===== config.mk =====
export PLATFORM = sky130hd
export DESIGN_NAME = rfe_tx_encoder
export DESIGN_NICKNAME = d
export VERILOG_FILES = /design/src/rfe_pkg.sv /design/src/rfe_tx_encoder.sv
export SDC_FILE = /design/constraint.sdc
export NUM_CORES = 1
export LEC_CHECK = 0
export ABC_AREA = 1
export BUFFER_PORTS_ARGS = -buffer_cell sky130_fd_sc_hd__buf_2
export CAP_MARGIN = 30
export CORE_MARGIN = 1
export CORE_UTILIZATION = 40
export CTS_BUF_LIST = sky130_fd_sc_hd__clkbuf_4 sky130_fd_sc_hd__clkbuf_8 sky130_fd_sc_hd__clkbuf_16
export DETAILED_ROUTE_END_ITERATION = 10
export GPL_TIMING_DRIVEN = 0
export PLACE_DENSITY_LB_ADDON = 0.1
export REMOVE_ABC_BUFFERS = 1
export SETUP_SLACK_MARGIN = 0.4
export SLEW_MARGIN = 5
export SYNTH_ARGS = -nofsm -noshare
export SYNTH_HDL_FRONTEND = slang
export SYNTH_SLANG_ARGS = --single-unit

===== constraint.sdc =====
create_clock -name ref_clk -period 3.3 [get_ports ref_clk]
set_input_delay 0.165 -clock ref_clk [delete_from_list [all_inputs] [get_ports ref_clk]]
set_output_delay 0.165 -clock ref_clk [all_outputs]
set_load 0.02 [all_outputs]

===== src/rfe_pkg.sv =====
// Operation
// - overshoot pattern follows every modulation rising edge
// - pattern length is field plus one, MSB first
// - protection only while enable bit is set
// - miller pulse lasts width plus one cycles
// - first prescaler load uses bit-phase value
// - prescaler counter decrements every carrier cycle
// - prescaler wrap decrements wait counter and reloads
// - later prescaler reloads use programmed reload value
// - zero wait value skips guard time
// - mode detector overwrites wait and prescaler fields
// - guard cycles precede every frame unless the wait value is zero
// - parity bit appended after every byte when enabled
// - parity type: zero even, one odd
// - final byte parity inverted when flip bit set
// - data enabled with zero byte count flags error
// - data enable sends bytes, else symbols only
// - stop field picks none or symbols one to three
// - start field picks none or symbols zero to two
// - last-bits field trims trailing bits of last byte
// - first-bits field trims leading bits of first byte
package rfe_pkg;
  localparam int ADDR_W = 8;
  localparam logic [7:0] OFS_OVERSHOOT = 8'h15;
  localparam logic [7:0] OFS_PULSE_PHASE = 8'h16;
  localparam logic [7:0] OFS_GUARD = 8'h17;
  localparam logic [7:0] OFS_FRAMING = 8'h18;
  localparam logic [7:0] OFS_COMMAND = 8'h1C;
  localparam logic [7:0] OFS_BYTE_COUNT = 8'h1D;
  localparam logic [7:0] OFS_STATUS = 8'h1E;
  // field positions
  localparam int POS_OS_PATTERN = 16;
  localparam int POS_OS_LEN = 1;
  localparam int POS_OS_ON = 0;
  localparam int POS_PULSE_WIDTH = 8;
  localparam int POS_PHASE = 0;
  localparam int POS_WAIT_VALUE = 8;
  localparam int POS_PRESCALER = 0;
  localparam int POS_FINAL_FLIP = 13;
  localparam int POS_PAR_TYPE = 12;
  localparam int POS_PAR_EN = 11;
  localparam int POS_DATA_EN = 10;
  localparam int POS_STOP_SYM = 8;
  localparam int POS_START_SYM = 6;
  localparam int POS_LAST_BITS = 3;
  localparam int POS_FIRST_BITS = 0;
  localparam int POS_CMD_START = 0;
  localparam int POS_ST_BUSY = 0;
  localparam int POS_ST_NO_DATA = 1;
  // reset values
  localparam logic [31:0] RST_OVERSHOOT = 32'h0000_0000;
  localparam logic [31:0] RST_PULSE_PHASE = 32'h0000_0000;
  localparam logic [31:0] RST_GUARD = 32'h0000_0000;
  localparam logic [31:0] RST_FRAMING = 32'h0000_0000;
  localparam logic [8:0] RST_BYTE_COUNT = 9'h000;
  // one bit slot on the carrier clock, long enough for the widest pulse
  localparam logic [8:0] SLOT_LAST = 9'h1FF;
  typedef enum logic [6:0] {
    ST_IDLE = 7'b000_0001,
    ST_GUARD = 7'b000_0010,
    ST_START = 7'b000_0100,
    ST_LOAD = 7'b000_1000,
    ST_DBIT = 7'b001_0000,
    ST_PAR = 7'b010_0000,
    ST_STOP = 7'b100_0000
  } rfe_state_t;
endpackage


===== src/rfe_tx_encoder.sv =====
// Decided for this implementation: the address-and-strobe port.
`timescale 1ns/100ps
module rfe_tx_encoder (
  // clock and reset
  input wire logic ref_clk,
  input wire logic rst_n,
  // register port
  input wire logic [rfe_pkg::ADDR_W-1:0] reg_addr,
  input wire logic [31:0] reg_wdata,
  input wire logic reg_wr,
  input wire logic reg_rd,
  output logic [31:0] reg_rdata,
  // mode detector
  input wire logic md_valid,
  input wire logic [19:0] md_wait_value,
  input wire logic [7:0] md_prescaler,
  // byte source
  input wire logic [7:0] byte_data,
  input wire logic byte_valid,
  output logic byte_ready,
  // modulation side
  output logic tx_mod,
  output logic tx_shape,
  output logic sym_strobe,
  output logic [1:0] sym_code,
  output logic frame_done
);
  import rfe_pkg::*;

  logic [31:0] os_reg, pp_reg, guard_reg, framing_reg;
  logic [8:0] count_reg;
  logic no_data_reg;
  rfe_state_t state_reg;
  logic [8:0] slot_reg;
  logic [7:0] pre_reg;
  logic [19:0] wait_reg;
  logic [7:0] byte_reg;
  logic [2:0] idx_reg;
  logic [3:0] left_reg;
  logic [8:0] bytes_reg;
  logic par_acc_reg;
  logic pulse_go_reg;
  logic [7:0] pulse_cnt_reg;
  logic mod_d_reg;
  logic os_active_reg;
  logic [3:0] os_idx_reg;
  logic [3:0] os_left_reg;

  wire os_on = os_reg[POS_OS_ON];
  wire [3:0] os_len = os_reg[POS_OS_LEN +: 4];
  wire [15:0] os_pat = os_reg[POS_OS_PATTERN +: 16];
  wire [7:0] pulse_width = pp_reg[POS_PULSE_WIDTH +: 8];
  wire [7:0] phase = pp_reg[POS_PHASE +: 8];
  wire [19:0] wait_value = guard_reg[POS_WAIT_VALUE +: 20];
  wire [7:0] prescaler = guard_reg[POS_PRESCALER +: 8];
  wire final_flip = framing_reg[POS_FINAL_FLIP];
  wire par_type = framing_reg[POS_PAR_TYPE];
  wire par_en = framing_reg[POS_PAR_EN];
  wire data_en = framing_reg[POS_DATA_EN];
  wire [1:0] stop_sym = framing_reg[POS_STOP_SYM +: 2];
  wire [1:0] start_sym = framing_reg[POS_START_SYM +: 2];
  wire [2:0] last_bits = framing_reg[POS_LAST_BITS +: 3];
  wire [2:0] first_bits = framing_reg[POS_FIRST_BITS +: 3];

  wire start_cmd = reg_wr && (reg_addr == OFS_COMMAND) && reg_wdata[POS_CMD_START];
  wire idle = (state_reg == ST_IDLE);
  wire go = idle && start_cmd;
  wire no_data = data_en && (count_reg == 9'h000);
  wire slot_end = (slot_reg == 9'h000);
  wire last_byte = (bytes_reg == 9'h001);
  wire parity_bit = par_acc_reg ^ par_type ^ (final_flip && last_byte);

  // register file
  always_ff @(posedge ref_clk) begin
    if (!rst_n) begin
      os_reg <= RST_OVERSHOOT;
      pp_reg <= RST_PULSE_PHASE;
      framing_reg <= RST_FRAMING;
      count_reg <= RST_BYTE_COUNT;
    end else if (reg_wr) begin
      case (reg_addr)
        OFS_OVERSHOOT: os_reg <= {reg_wdata[31:16], 11'h000, reg_wdata[4:0]};
        OFS_PULSE_PHASE: pp_reg <= {16'h0000, reg_wdata[15:0]};
        OFS_FRAMING: framing_reg <= {18'h0_0000, reg_wdata[13:0]};
        OFS_BYTE_COUNT: count_reg <= reg_wdata[8:0];
        default: ;
      endcase
    end
  end

  // the mode detector takes precedence over a software write in the same cycle
  always_ff @(posedge ref_clk) begin
    if (!rst_n) begin
      guard_reg <= RST_GUARD;
    end else if (md_valid) begin
      guard_reg <= {4'h0, md_wait_value, md_prescaler};
    end else if (reg_wr && reg_addr == OFS_GUARD) begin
      guard_reg <= {4'h0, reg_wdata[27:0]};
    end
  end

  // sticky error: a new error wins over a clear in the same cycle
  always_ff @(posedge ref_clk) begin
    if (!rst_n) begin
      no_data_reg <= 1'b0;
    end else if (go && no_data) begin
      no_data_reg <= 1'b1;
    end else if (reg_wr && reg_addr == OFS_STATUS && reg_wdata[POS_ST_NO_DATA]) begin
      no_data_reg <= 1'b0;
    end
  end

  always_ff @(posedge ref_clk) begin
    if (!rst_n) begin
      reg_rdata <= 32'h0000_0000;
    end else if (reg_rd) begin
      case (reg_addr)
        OFS_OVERSHOOT: reg_rdata <= os_reg;
        OFS_PULSE_PHASE: reg_rdata <= pp_reg;
        OFS_GUARD: reg_rdata <= guard_reg;
        OFS_FRAMING: reg_rdata <= framing_reg;
        OFS_BYTE_COUNT: reg_rdata <= {23'h00_0000, count_reg};
        OFS_STATUS: reg_rdata <= {30'h0000_0000, no_data_reg, !idle};
        default: reg_rdata <= 32'h0000_0000;
      endcase
    end else begin
      reg_rdata <= 32'h0000_0000;
    end
  end

  // where to go once the guard time is over, and once the data are over
  rfe_state_t after_guard, after_data;
  always_comb begin
    if (start_sym != 2'b00) begin
      after_guard = ST_START;
    end else if (data_en) begin
      after_guard = ST_LOAD;
    end else if (stop_sym != 2'b00) begin
      after_guard = ST_STOP;
    end else begin
      after_guard = ST_IDLE;
    end
    if (stop_sym != 2'b00) begin
      after_data = ST_STOP;
    end else begin
      after_data = ST_IDLE;
    end
  end

  // bit window of the byte being loaded
  logic [2:0] lo_idx;
  logic [3:0] hi_end, nbits;
  always_comb begin
    lo_idx = 3'd0;
    hi_end = 4'd8;
    if (bytes_reg == count_reg && first_bits != 3'd0) begin
      lo_idx = 3'(4'd8 - {1'b0, first_bits});
    end
    if (last_byte && last_bits != 3'd0) begin
      hi_end = {1'b0, last_bits};
    end
    nbits = (hi_end > {1'b0, lo_idx}) ? 4'(hi_end - {1'b0, lo_idx}) : 4'd1;
  end

  // frame sequencer
  always_ff @(posedge ref_clk) begin
    if (!rst_n) begin
      state_reg <= ST_IDLE;
      slot_reg <= 9'h000;
      pre_reg <= 8'h00;
      wait_reg <= 20'h0_0000;
      byte_reg <= 8'h00;
      idx_reg <= 3'd0;
      left_reg <= 4'd0;
      bytes_reg <= 9'h000;
      par_acc_reg <= 1'b0;
      pulse_go_reg <= 1'b0;
      byte_ready <= 1'b0;
      sym_strobe <= 1'b0;
      sym_code <= 2'b00;
      frame_done <= 1'b0;
    end else begin
      pulse_go_reg <= 1'b0;
      byte_ready <= 1'b0;
      sym_strobe <= 1'b0;
      frame_done <= 1'b0;
      if (!idle && !slot_end) begin
        slot_reg <= slot_reg - 9'h001;
      end
      case (state_reg)
        ST_IDLE: begin
          if (start_cmd && !no_data) begin
            bytes_reg <= count_reg;
            slot_reg <= SLOT_LAST;
            pre_reg <= phase;
            wait_reg <= wait_value;
            if (wait_value == 20'h0_0000) begin
              state_reg <= after_guard;
              sym_strobe <= (after_guard == ST_START) || (after_guard == ST_STOP);
              sym_code <= (after_guard == ST_START) ? 2'(start_sym - 2'b01) : stop_sym;
              frame_done <= (after_guard == ST_IDLE);
            end else begin
              state_reg <= ST_GUARD;
            end
          end
        end
        ST_GUARD: begin
          slot_reg <= SLOT_LAST;
          pre_reg <= pre_reg - 8'h01;
          if (pre_reg == 8'h00) begin
            pre_reg <= prescaler;
            wait_reg <= wait_reg - 20'h0_0001;
            if (wait_reg == 20'h0_0001) begin
              state_reg <= after_guard;
              sym_strobe <= (after_guard == ST_START) || (after_guard == ST_STOP);
              sym_code <= (after_guard == ST_START) ? 2'(start_sym - 2'b01) : stop_sym;
              frame_done <= (after_guard == ST_IDLE);
            end
          end
        end
        ST_START: begin
          if (slot_end) begin
            slot_reg <= SLOT_LAST;
            state_reg <= data_en ? ST_LOAD : after_data;
            sym_strobe <= !data_en && (stop_sym != 2'b00);
            sym_code <= stop_sym;
            frame_done <= !data_en && (stop_sym == 2'b00);
          end
        end
        ST_LOAD: begin
          if (byte_valid) begin
            byte_reg <= byte_data;
            byte_ready <= 1'b1;
            idx_reg <= lo_idx;
            left_reg <= nbits;
            par_acc_reg <= byte_data[lo_idx];
            pulse_go_reg <= byte_data[lo_idx];
            slot_reg <= SLOT_LAST;
            state_reg <= ST_DBIT;
          end
        end
        ST_DBIT: begin
          if (slot_end) begin
            slot_reg <= SLOT_LAST;
            if (left_reg > 4'd1) begin
              idx_reg <= idx_reg + 3'd1;
              left_reg <= left_reg - 4'd1;
              par_acc_reg <= par_acc_reg ^ byte_reg[idx_reg + 3'd1];
              pulse_go_reg <= byte_reg[idx_reg + 3'd1];
            end else if (par_en) begin
              state_reg <= ST_PAR;
              pulse_go_reg <= parity_bit;
            end else begin
              bytes_reg <= bytes_reg - 9'h001;
              state_reg <= last_byte ? after_data : ST_LOAD;
              sym_strobe <= last_byte && (stop_sym != 2'b00);
              sym_code <= stop_sym;
              frame_done <= last_byte && (stop_sym == 2'b00);
            end
          end
        end
        ST_PAR: begin
          if (slot_end) begin
            slot_reg <= SLOT_LAST;
            bytes_reg <= bytes_reg - 9'h001;
            state_reg <= last_byte ? after_data : ST_LOAD;
            sym_strobe <= last_byte && (stop_sym != 2'b00);
            sym_code <= stop_sym;
            frame_done <= last_byte && (stop_sym == 2'b00);
          end
        end
        ST_STOP: begin
          if (slot_end) begin
            state_reg <= ST_IDLE;
            frame_done <= 1'b1;
          end
        end
        default: state_reg <= ST_IDLE;
      endcase
    end
  end

  // miller pulse: high for width plus one cycles, rising one cycle after the slot start
  always_ff @(posedge ref_clk) begin
    if (!rst_n) begin
      tx_mod <= 1'b0;
      pulse_cnt_reg <= 8'h00;
    end else if (pulse_go_reg) begin
      tx_mod <= 1'b1;
      pulse_cnt_reg <= pulse_width;
    end else if (pulse_cnt_reg != 8'h00) begin
      pulse_cnt_reg <= pulse_cnt_reg - 8'h01;
    end else begin
      tx_mod <= 1'b0;
    end
  end

  // overshoot shaping lags the rising edge by one cycle
  wire mod_rise = tx_mod && !mod_d_reg;
  always_ff @(posedge ref_clk) begin
    if (!rst_n) begin
      mod_d_reg <= 1'b0;
      os_active_reg <= 1'b0;
      os_idx_reg <= 4'd0;
      os_left_reg <= 4'd0;
      tx_shape <= 1'b0;
    end else begin
      mod_d_reg <= tx_mod;
      if (mod_rise && os_on) begin
        os_active_reg <= (os_len != 4'd0);
        os_idx_reg <= 4'd14;
        os_left_reg <= os_len;
        tx_shape <= os_pat[15];
      end else if (os_active_reg) begin
        tx_shape <= os_pat[os_idx_reg];
        os_idx_reg <= os_idx_reg - 4'd1;
        os_left_reg <= os_left_reg - 4'd1;
        os_active_reg <= (os_left_reg != 4'd1);
      end else begin
        tx_shape <= 1'b0;
      end
    end
  end

  // helper: length of the current modulation pulse
  logic [8:0] hi_cnt_reg;
  always_ff @(posedge ref_clk) begin
    if (!rst_n) begin
      hi_cnt_reg <= 9'h000;
    end else if (tx_mod) begin
      hi_cnt_reg <= hi_cnt_reg + 9'h001;
    end else begin
      hi_cnt_reg <= 9'h000;
    end
  end

  chk_pulse_width: assert property (@(posedge ref_clk) disable iff (!rst_n)
    // the helper counter lags the pulse by one cycle, so it ends one short of width plus one
    $fell(tx_mod) |-> $past(hi_cnt_reg) == {1'b0, $past(pulse_width)})
    else $error("modulation pulse length differs from width plus one");
  chk_first_phase: assert property (@(posedge ref_clk) disable iff (!rst_n)
    go && !no_data && wait_value != 20'h0_0000 |=> state_reg == ST_GUARD && pre_reg == $past(phase))
    else $error("first prescaler load is not the bit-phase value");
  chk_prescaler_step: assert property (@(posedge ref_clk) disable iff (!rst_n)
    state_reg == ST_GUARD && pre_reg != 8'h00 |=> pre_reg == $past(pre_reg) - 8'h01)
    else $error("prescaler did not decrement");
  chk_wait_reload: assert property (@(posedge ref_clk) disable iff (!rst_n)
    state_reg == ST_GUARD && pre_reg == 8'h00 && wait_reg > 20'h0_0001 && !md_valid
      |=> wait_reg == $past(wait_reg) - 20'h0_0001 && pre_reg == $past(prescaler) && state_reg == ST_GUARD)
    else $error("wrap did not step wait counter and reload prescaler");
  chk_guard_skip: assert property (@(posedge ref_clk) disable iff (!rst_n)
    go && !no_data && wait_value == 20'h0_0000 && start_sym == 2'b00 && data_en |=> state_reg == ST_LOAD)
    else $error("zero wait value did not skip the guard time");
  chk_no_data_flag: assert property (@(posedge ref_clk) disable iff (!rst_n)
    go && no_data |=> no_data_reg && state_reg == ST_IDLE)
    else $error("empty data frame not flagged");
  chk_shape_off: assert property (@(posedge ref_clk) disable iff (!rst_n)
    !os_active_reg && !(mod_rise && os_on) |=> !tx_shape)
    else $error("shaping output active without protection");
  chk_shape_start: assert property (@(posedge ref_clk) disable iff (!rst_n)
    mod_rise && os_on && os_len == 4'd1 |=> tx_shape == $past(os_pat[15]) ##1 tx_shape == $past(os_pat[14], 2)
      ##1 !tx_shape)
    else $error("overshoot pattern not sent msb first for its length");
  chk_parity_bit: assert property (@(posedge ref_clk) disable iff (!rst_n)
    state_reg == ST_DBIT && slot_end && left_reg == 4'd1 && par_en
      |=> state_reg == ST_PAR && pulse_go_reg == $past(parity_bit))
    else $error("parity slot missing or wrong value");
endmodule


==> results of run 1 <==
power breakdown:
| group | leakage [uW] | internal [uW] | switching, uW |
|---|---|---|---|
| sequential | 0.00175 | 2870 | 245 |
| clock | 0.000428 | 1700 | 1110 |
| combinational | 0.00347 | 1030 | 1850 |
| total | 0.00565 | 5600 | 3210 |
per-layer routing:
layer	routed length [um]	vias to the layer above	global-route usage
met5	0	-	0
met4	786	0	0.06385
met3	2051	59	0.03288
met2	16150	307	0.4006
met1	17490	5224	0.3603
li1	-	5631	-
placed cells by master (no fill, tap or decap), types with 4 or more instances in the layout:
master / netlist / final
a22oi_1: 6 / 6
inv_1: 151 / 147
xnor2_1: 15 / 15
a221oi_1: 6 / 6
nand2_1: 354 / 353
o22ai_1: 11 / 11
inv_2: 25 / 27
nand2_2: 5 / 6
a211oi_1: 5 / 5
o21ai_1: 12 / 12
nor2_2: 5 / 5
a211oi_2: 11 / 11
clkbuf_8: 0 / 8
clkinv_2: 1 / 4
buf_4: 0 / 7
clkbuf_16: 0 / 25
a21oi_1: 151 / 151
o21ai_0: 121 / 121
clkbuf_4: 0 / 6
nor2_1: 137 / 137
xor2_1: 21 / 21
nor3_1: 17 / 16
dlygate4sd3_1: 0 / 79
a31oi_1: 50 / 50
nor2_4: 10 / 10
nand4_1: 14 / 14
nor4_1: 9 / 9
nand3_2: 4 / 4
buf_2: 13 / 119
dfxtp_1: 216 / 215
nand3_1: 84 / 82
o211ai_1: 13 / 13
ha_1: 20 / 19
worst paths after layout:
| path | startpoint | to | slack, ps | cells after the start |
|---|---|---|---|---|
| hold reg to reg | byte_reg[0]$_SDFFE_PN0P_ | byte_reg[0]$_SDFFE_PN0P_ | 460 | 2 |
| setup reg to reg | framing_reg[0]$_SDFFE_PN0P_ | left_reg[2]$_SDFFE_PN0P_ | 520 | 18 |
| setup / recovery | framing_reg[0]$_SDFFE_PN0P_ | left_reg[2]$_SDFFE_PN0P_ | 520 | 18 |
| hold / removal | reg_wdata[2] | os_reg[2]$_SDFFE_PN0P_ | 20 | 3 |
critical path: stages, from the launching register on:
cell,delay (ps)
dfxtp_4,340
inv_2,60
ha_1,200
ha_1,170
inv_1,80
nand2_1,60
nor2_1,90
nand2_1,100
nor2_4,150
buf_4,150
buf_4,120
nand3_2,130
ha_4,330
nand2_1,60
o22ai_1,140
nand2_1,100
nand2_2,100
nor3_1,50
o31a_1,220
area by class of cell:
class / instances / area, um2 / share of cell area
well taps: 372 / 465.4 / 0.03360
repair inverters: 1 / 7.507 / 0.0005420
repair buffers: 211 / 1572 / 0.1135
flip-flops and latches: 216 / 4328 / 0.3125
inverters: 182 / 699.4 / 0.05050
clock buffers: 39 / 780.7 / 0.05637
clock inverters: 6 / 58.81 / 0.004246
multi-input cells: 1118 / 5939 / 0.4288
kinds of logic after synthesis:
kind of cell               count (synthesis)
and+or+nand+nor                          660
AOI/OAI and AO/OA                        401
buffers and inverters                    247
DFF                                      216
xor gates and xnor gates                  36
adders and majority gates                 21
what timing repair did:
item                                    4_1_cts  5_1_grt
resized for setup                             5        9
setup buffers                                 2        3
hold buffers                                 79        0
endpoints found under the setup margin        4       19
hold endpoints to repair                     69        0
pin swaps                                     1        2
gates cloned                                  0        1
metrics by stage:
stage	total power [uW]	hold WS [ps]	setup WS, ps	util
6_report	8809	23.13	517.5	0.5097
5_1_grt	9385	11.33	338.8	0.5097
4_1_cts	8843	7.380	401.5	0.5071
3_5_place_dp	5938	426.3	154.3	0.4461
3_3_place_gp	5927	422.0	-1573	0.4401
2_1_floorplan	5244	249.1	555.7	-
==> key figures, run 1 <==
Synthesis
  – Adder-cell share of the synthesized area: 0.02415
  – Post-synthesis async set-or-reset flop share: 0
  – Syn. warnings: 0
  – Post-Syn Area: 0.01119 mm2
  – Syn avg cell area: 7.079 um2
  – Ys flop type: dfxtp_1
  – Post-synthesis compound-gate area fraction: 0.2060
  – Simple-gate share of the synthesized area: 0.2669
  – Cell variety after synth: 58
  – Leading cell types by count after synthesis: nand2_1 (354), dfxtp_1 (216), a21oi_1 (151), inv_1 (151), nor2_1 (137)
  – Main combinational cell family by area after synthesis: simple AND/OR/NAND/NOR gates
  – Synth Register Bits: 216
  – Area leader, netlist: dfxtp_1
  – Multiplexer area fraction after synthesis: 0
  – Post-synth top area share: 0.3864
  – Cells after Synth: 1581
  – Post-synthesis xor/xnor area fraction: 0.02817
  – Area contributors post-synth: dfxtp_1 (39%), nand2_1 (12%), a21oi_1 (6.8%)
  – Post-synthesis sequential area ratio: 0.3864
  – Most common cell in the netlist: nand2_1
  – Post-synth EDFFs: 0

Final layout
  – Post-route cell area: 0.01385 mm2
  – ANT cells: 0
  – Layout cells sized above 1: 0.1557
  – # fillers: 2768
  – Nets: 1858
  – Number of flip-flops in the largest register: 32
  – Area Overhead vs Synth: 23.76%
  – Final Non-Filler Cells: 2145

Setup path
  – Startpoint Class: flip-flop
  – WP data arrival: 3190 ps
  – Critical path fanouts, max: 4
  – Crit. End Element: flip-flop
  – CP required: 3710 ps
  – Critical path class: reg -> reg

Placed design
  – Final RePlAce weighted congestion: 0.8798
  – Placed Cells: 2015
  – Port bufs: 120
  – DP HPWL: 25360 um
  – Placed cell area: 0.01212 mm2

Global routing
  – First-pass GRT wire length: 57190 um
  – GRT Residual Overflow: 0
  – Initial antenna violation count: 0
  – Vias in the first global route: 10423
  – Largest net degree at the start of global routing: 52
  – Global-route usage over all layers: 0.2526

Route
  – Antenna Nets Post-Route: 0
  – Wirelength, routed: 36480 um
  – DRC violations left: 0
  – Pre-antenna DRT Iters: 5
  – 1st-iter DRT viols: 929
  – Total number of vias: 11221
  – Routed WL per cell: 17.01 um
  – Vias per inst: 5.231

Floorplan
  – Chip width: 169.3 um
  – # rows: 60
  – Die area: 0.02865 mm2
  – Num ports: 121
  – Die Y: 169.3 um
  – Core Region: 0.02718 mm2
  – Initial Util: 0.4118

Clocking
  – Worst skew pair latency: 530 ps
  – Clk slew on worst S/H paths: 60 ps
  – CTS Sinks: 216
  – CTS H-tree lvls: 1
  – Clock root buffer: clkbuf_16
  – CTS Buf Count: 25
  – TritonCTS clock tree: done
  – Clock buffer depth: 3

Outcome
  – Status: finished clean

Timing
  – Max Slew Vio Count: 0
  – Worst-margin pin slew: 880.2 ps
  – Fin crit period: 2782 ps
  – Setup violators final: 0
  – Period utilization: 0.8432
  – Unrepaired setup endpoints after global routing: true
  – Clk_skew: 15.13 ps
  – Final Hold Fails: 0
  – Fmax: 359.4 MHz
  – Setup TNS: 0 ps
  – Worst slew margin: 0.4087

Power and ir drop
  – VDD IR max: 0.3562 mV
  – Leakage: 0.005653 uW
  – PwrDens: 636.0 mW/mm2

Run
  – Max-cap violations: 0

Worst hold path
  – Tightest Hold Check Type: in -> reg
Power figures use the tool's default switching activity.
==> run 2, diff against run 1 <==
==> constraint.sdc (replaced) <==
create_clock -name ref_clk -period 2.41 [get_ports ref_clk]
set_input_delay 0.1205 -clock ref_clk [delete_from_list [all_inputs] [get_ports ref_clk]]
set_output_delay 0.1205 -clock ref_clk [all_outputs]
set_load 0.02 [all_outputs]
==> run 2 against run 1 <==
Compared with the run above:
- the run now ends with negative setup slack left
- largest power group is now combinational cells
- combinational power up 66%
- sequential cell count unchanged
- setup slack worse by 730 ps
- via count up 2.4%
- final cell count up 1.7%
- largest cell class unchanged
- register-to-register slack worse by 730 ps
- clock-buffer cell count unchanged
- critical path depth up 2
- hold slack better by 44 ps
==> key figures, run 2 (synthesis results as in run 1) <==
Outcome
  – Failing checks: negative setup slack
  – Status: finished, violations left

Timing
  – Fmax: 380.7 MHz
  – Worst setup margin: -217.1 ps
  – Fin crit period: 2627 ps
  – Unrepaired setup endpoints after global routing: true
  – Period utilization: 1.090
  – Setup violators final: 4
  – Final Hold Fails: 0
  – Worst-margin pin slew: 733.2 ps
  – Max Slew Vio Count: 0
  – Clk_skew: 12.12 ps
  – Worst slew margin: 0.5100

Global routing
  – GRT Residual Overflow: 0
  – Initial antenna violation count: 0
  – Largest net degree at the start of global routing: 52
  – Vias in the first global route: 10684
  – First-pass GRT wire length: 58730 um
  – Global-route usage over all layers: 0.2604

Placed design
  – Placed cell area: 0.01212 mm2
  – Final RePlAce weighted congestion: 0.8798
  – Port bufs: 120
  – DP HPWL: 25360 um

Final layout
  – # fillers: 2712
  – Number of flip-flops in the largest register: 32
  – Sequential Area: 0.004335 mm2
  – Commonest non-fill, non-tap cell in the layout: nand2_1
  – Final Util: 0.5334
  – Most frequent cells in the layout: nand2_1 (345), dfxtp_1 (209), a21oi_1 (150)
  – ANT cells: 0
  – Post-route cell area: 0.01450 mm2
  – Nets: 1895
  – Area Overhead vs Synth: 29.52%
  – Layout cells sized above 1: 0.2083
  – Area of the multi-input gates: 0.006271 mm2

Setup path
  – Critical path fanouts, max: 3
  – Critical path class: reg -> reg
  – CP required: 2820 ps
  – R2R Setup Slk: -220 ps
  – Crit. End Element: flip-flop
  – WP data arrival: 3040 ps
  – Startpoint Class: flip-flop

Floorplan
  – Num ports: 121
  – Initial Util: 0.4118
  – Core Region: 0.02718 mm2
  – Chip width: 169.3 um
  – # rows: 60
  – Die area: 0.02865 mm2
  – Die Y: 169.3 um

Power and ir drop
  – Leakage: 0.005883 uW
  – Tot Pwr: 12920 uW
  – PwrDens: 891.3 mW/mm2
  – VDD IR max: 0.4961 mV

Clocking
  – CTS H-tree lvls: 1
  – Clock root buffer: clkbuf_16
  – CTS Sinks: 216
  – Clock buffer depth: 3
  – Clk slew on worst S/H paths: 60 ps
  – Worst skew pair latency: 530 ps
  – CTS Buf Count: 25
  – TritonCTS clock tree: done

Route
  – Total number of vias: 11492
  – 1st-iter DRT viols: 857
  – Vias per inst: 5.267
  – Routed WL per cell: 17.53 um
  – DRC violations left: 0
  – Antenna Nets Post-Route: 0
  – Wirelength, routed: 38250 um
  – Pre-antenna DRT Iters: 5

Worst hold path
  – Tightest Hold Check Type: in -> reg

Run
  – Max-cap violations: 0
run 2: where the power goes:
| group | switching, uW | internal (uW) |
|---|---|---|
| Combinational | 2880 | 1890 |
| Sequential | 357 | 3940 |
| Clock | 1530 | 2320 |
run 2: stage by stage:
step                hold slack (ps)  TNS [ps]  cells  setup slack [ps]
floorplan                     204.6     -1033   1516            -334.3
global placement              377.5   -236570   2008             -2418
detailed placement            381.8    -12880   2015            -735.7
CTS                           66.74    -860.6   2152            -245.8
global route                  77.00     -1216   2182            -335.2
finish                        66.81    -696.7   2182            -217.1
run 2: worst max-delay path, cell delays in order (launching register included):
cell     delay, ps
dfxtp_4        360
inv_6           40
ha_4           150
ha_4           150
inv_2           50
nand2_1         50
nor2_1          90
nand2_1         90
nor2_4         120
nand3_2        100
inv_2          100
ha_4           140
inv_2           30
fa_2           330
nand2_1         80
inv_2           40
o22ai_2         90
nand2_1        100
nand2_2        110
nor3_2          50
o31a_1         230
run 2: path summary, 6_finish.rpt:
check / startpoint / depth (start not counted) / to
max: framing_reg[0]$_SDFFE_PN0P_ / 20 / left_reg[2]$_SDFFE_PN0P_
min: reg_rd / 3 / reg_rdata[15]$_SDFF_PN0_
max reg2reg: framing_reg[0]$_SDFFE_PN0P_ / 20 / left_reg[2]$_SDFFE_PN0P_
min reg2reg: byte_reg[0]$_SDFFE_PN0P_ / 2 / byte_reg[0]$_SDFFE_PN0P_
run 2: layout make-up:
type / count / area share
clock inverters: 6 / 0.004057
inverters: 182 / 0.05032
repair inverters: 1 / 0.0005179
well taps: 372 / 0.03211
repair buffers: 244 / 0.1275
clock buffers: 39 / 0.05386
multi-input cells: 1122 / 0.4326
flip-flops and latches: 216 / 0.2991
run 2: metal layers:
metal	global-route usage	routed length (um)
met1	0.3650	17960
met2	0.4126	17080
met4	0.07521	957
met3	0.03941	2242
met5	0	0
run 2: repair_timing:
| action | CTS | global route |
|---|---|---|
| endpoints found under the setup margin | 85 | 91 |
| gates cloned | 3 | 2 |
| hold endpoints to repair | 89 | 0 |
| setup buffers | 20 | 28 |
| pin swaps | 16 | 27 |
| resized for setup | 47 | 56 |
| hold buffers | 69 | 0 |
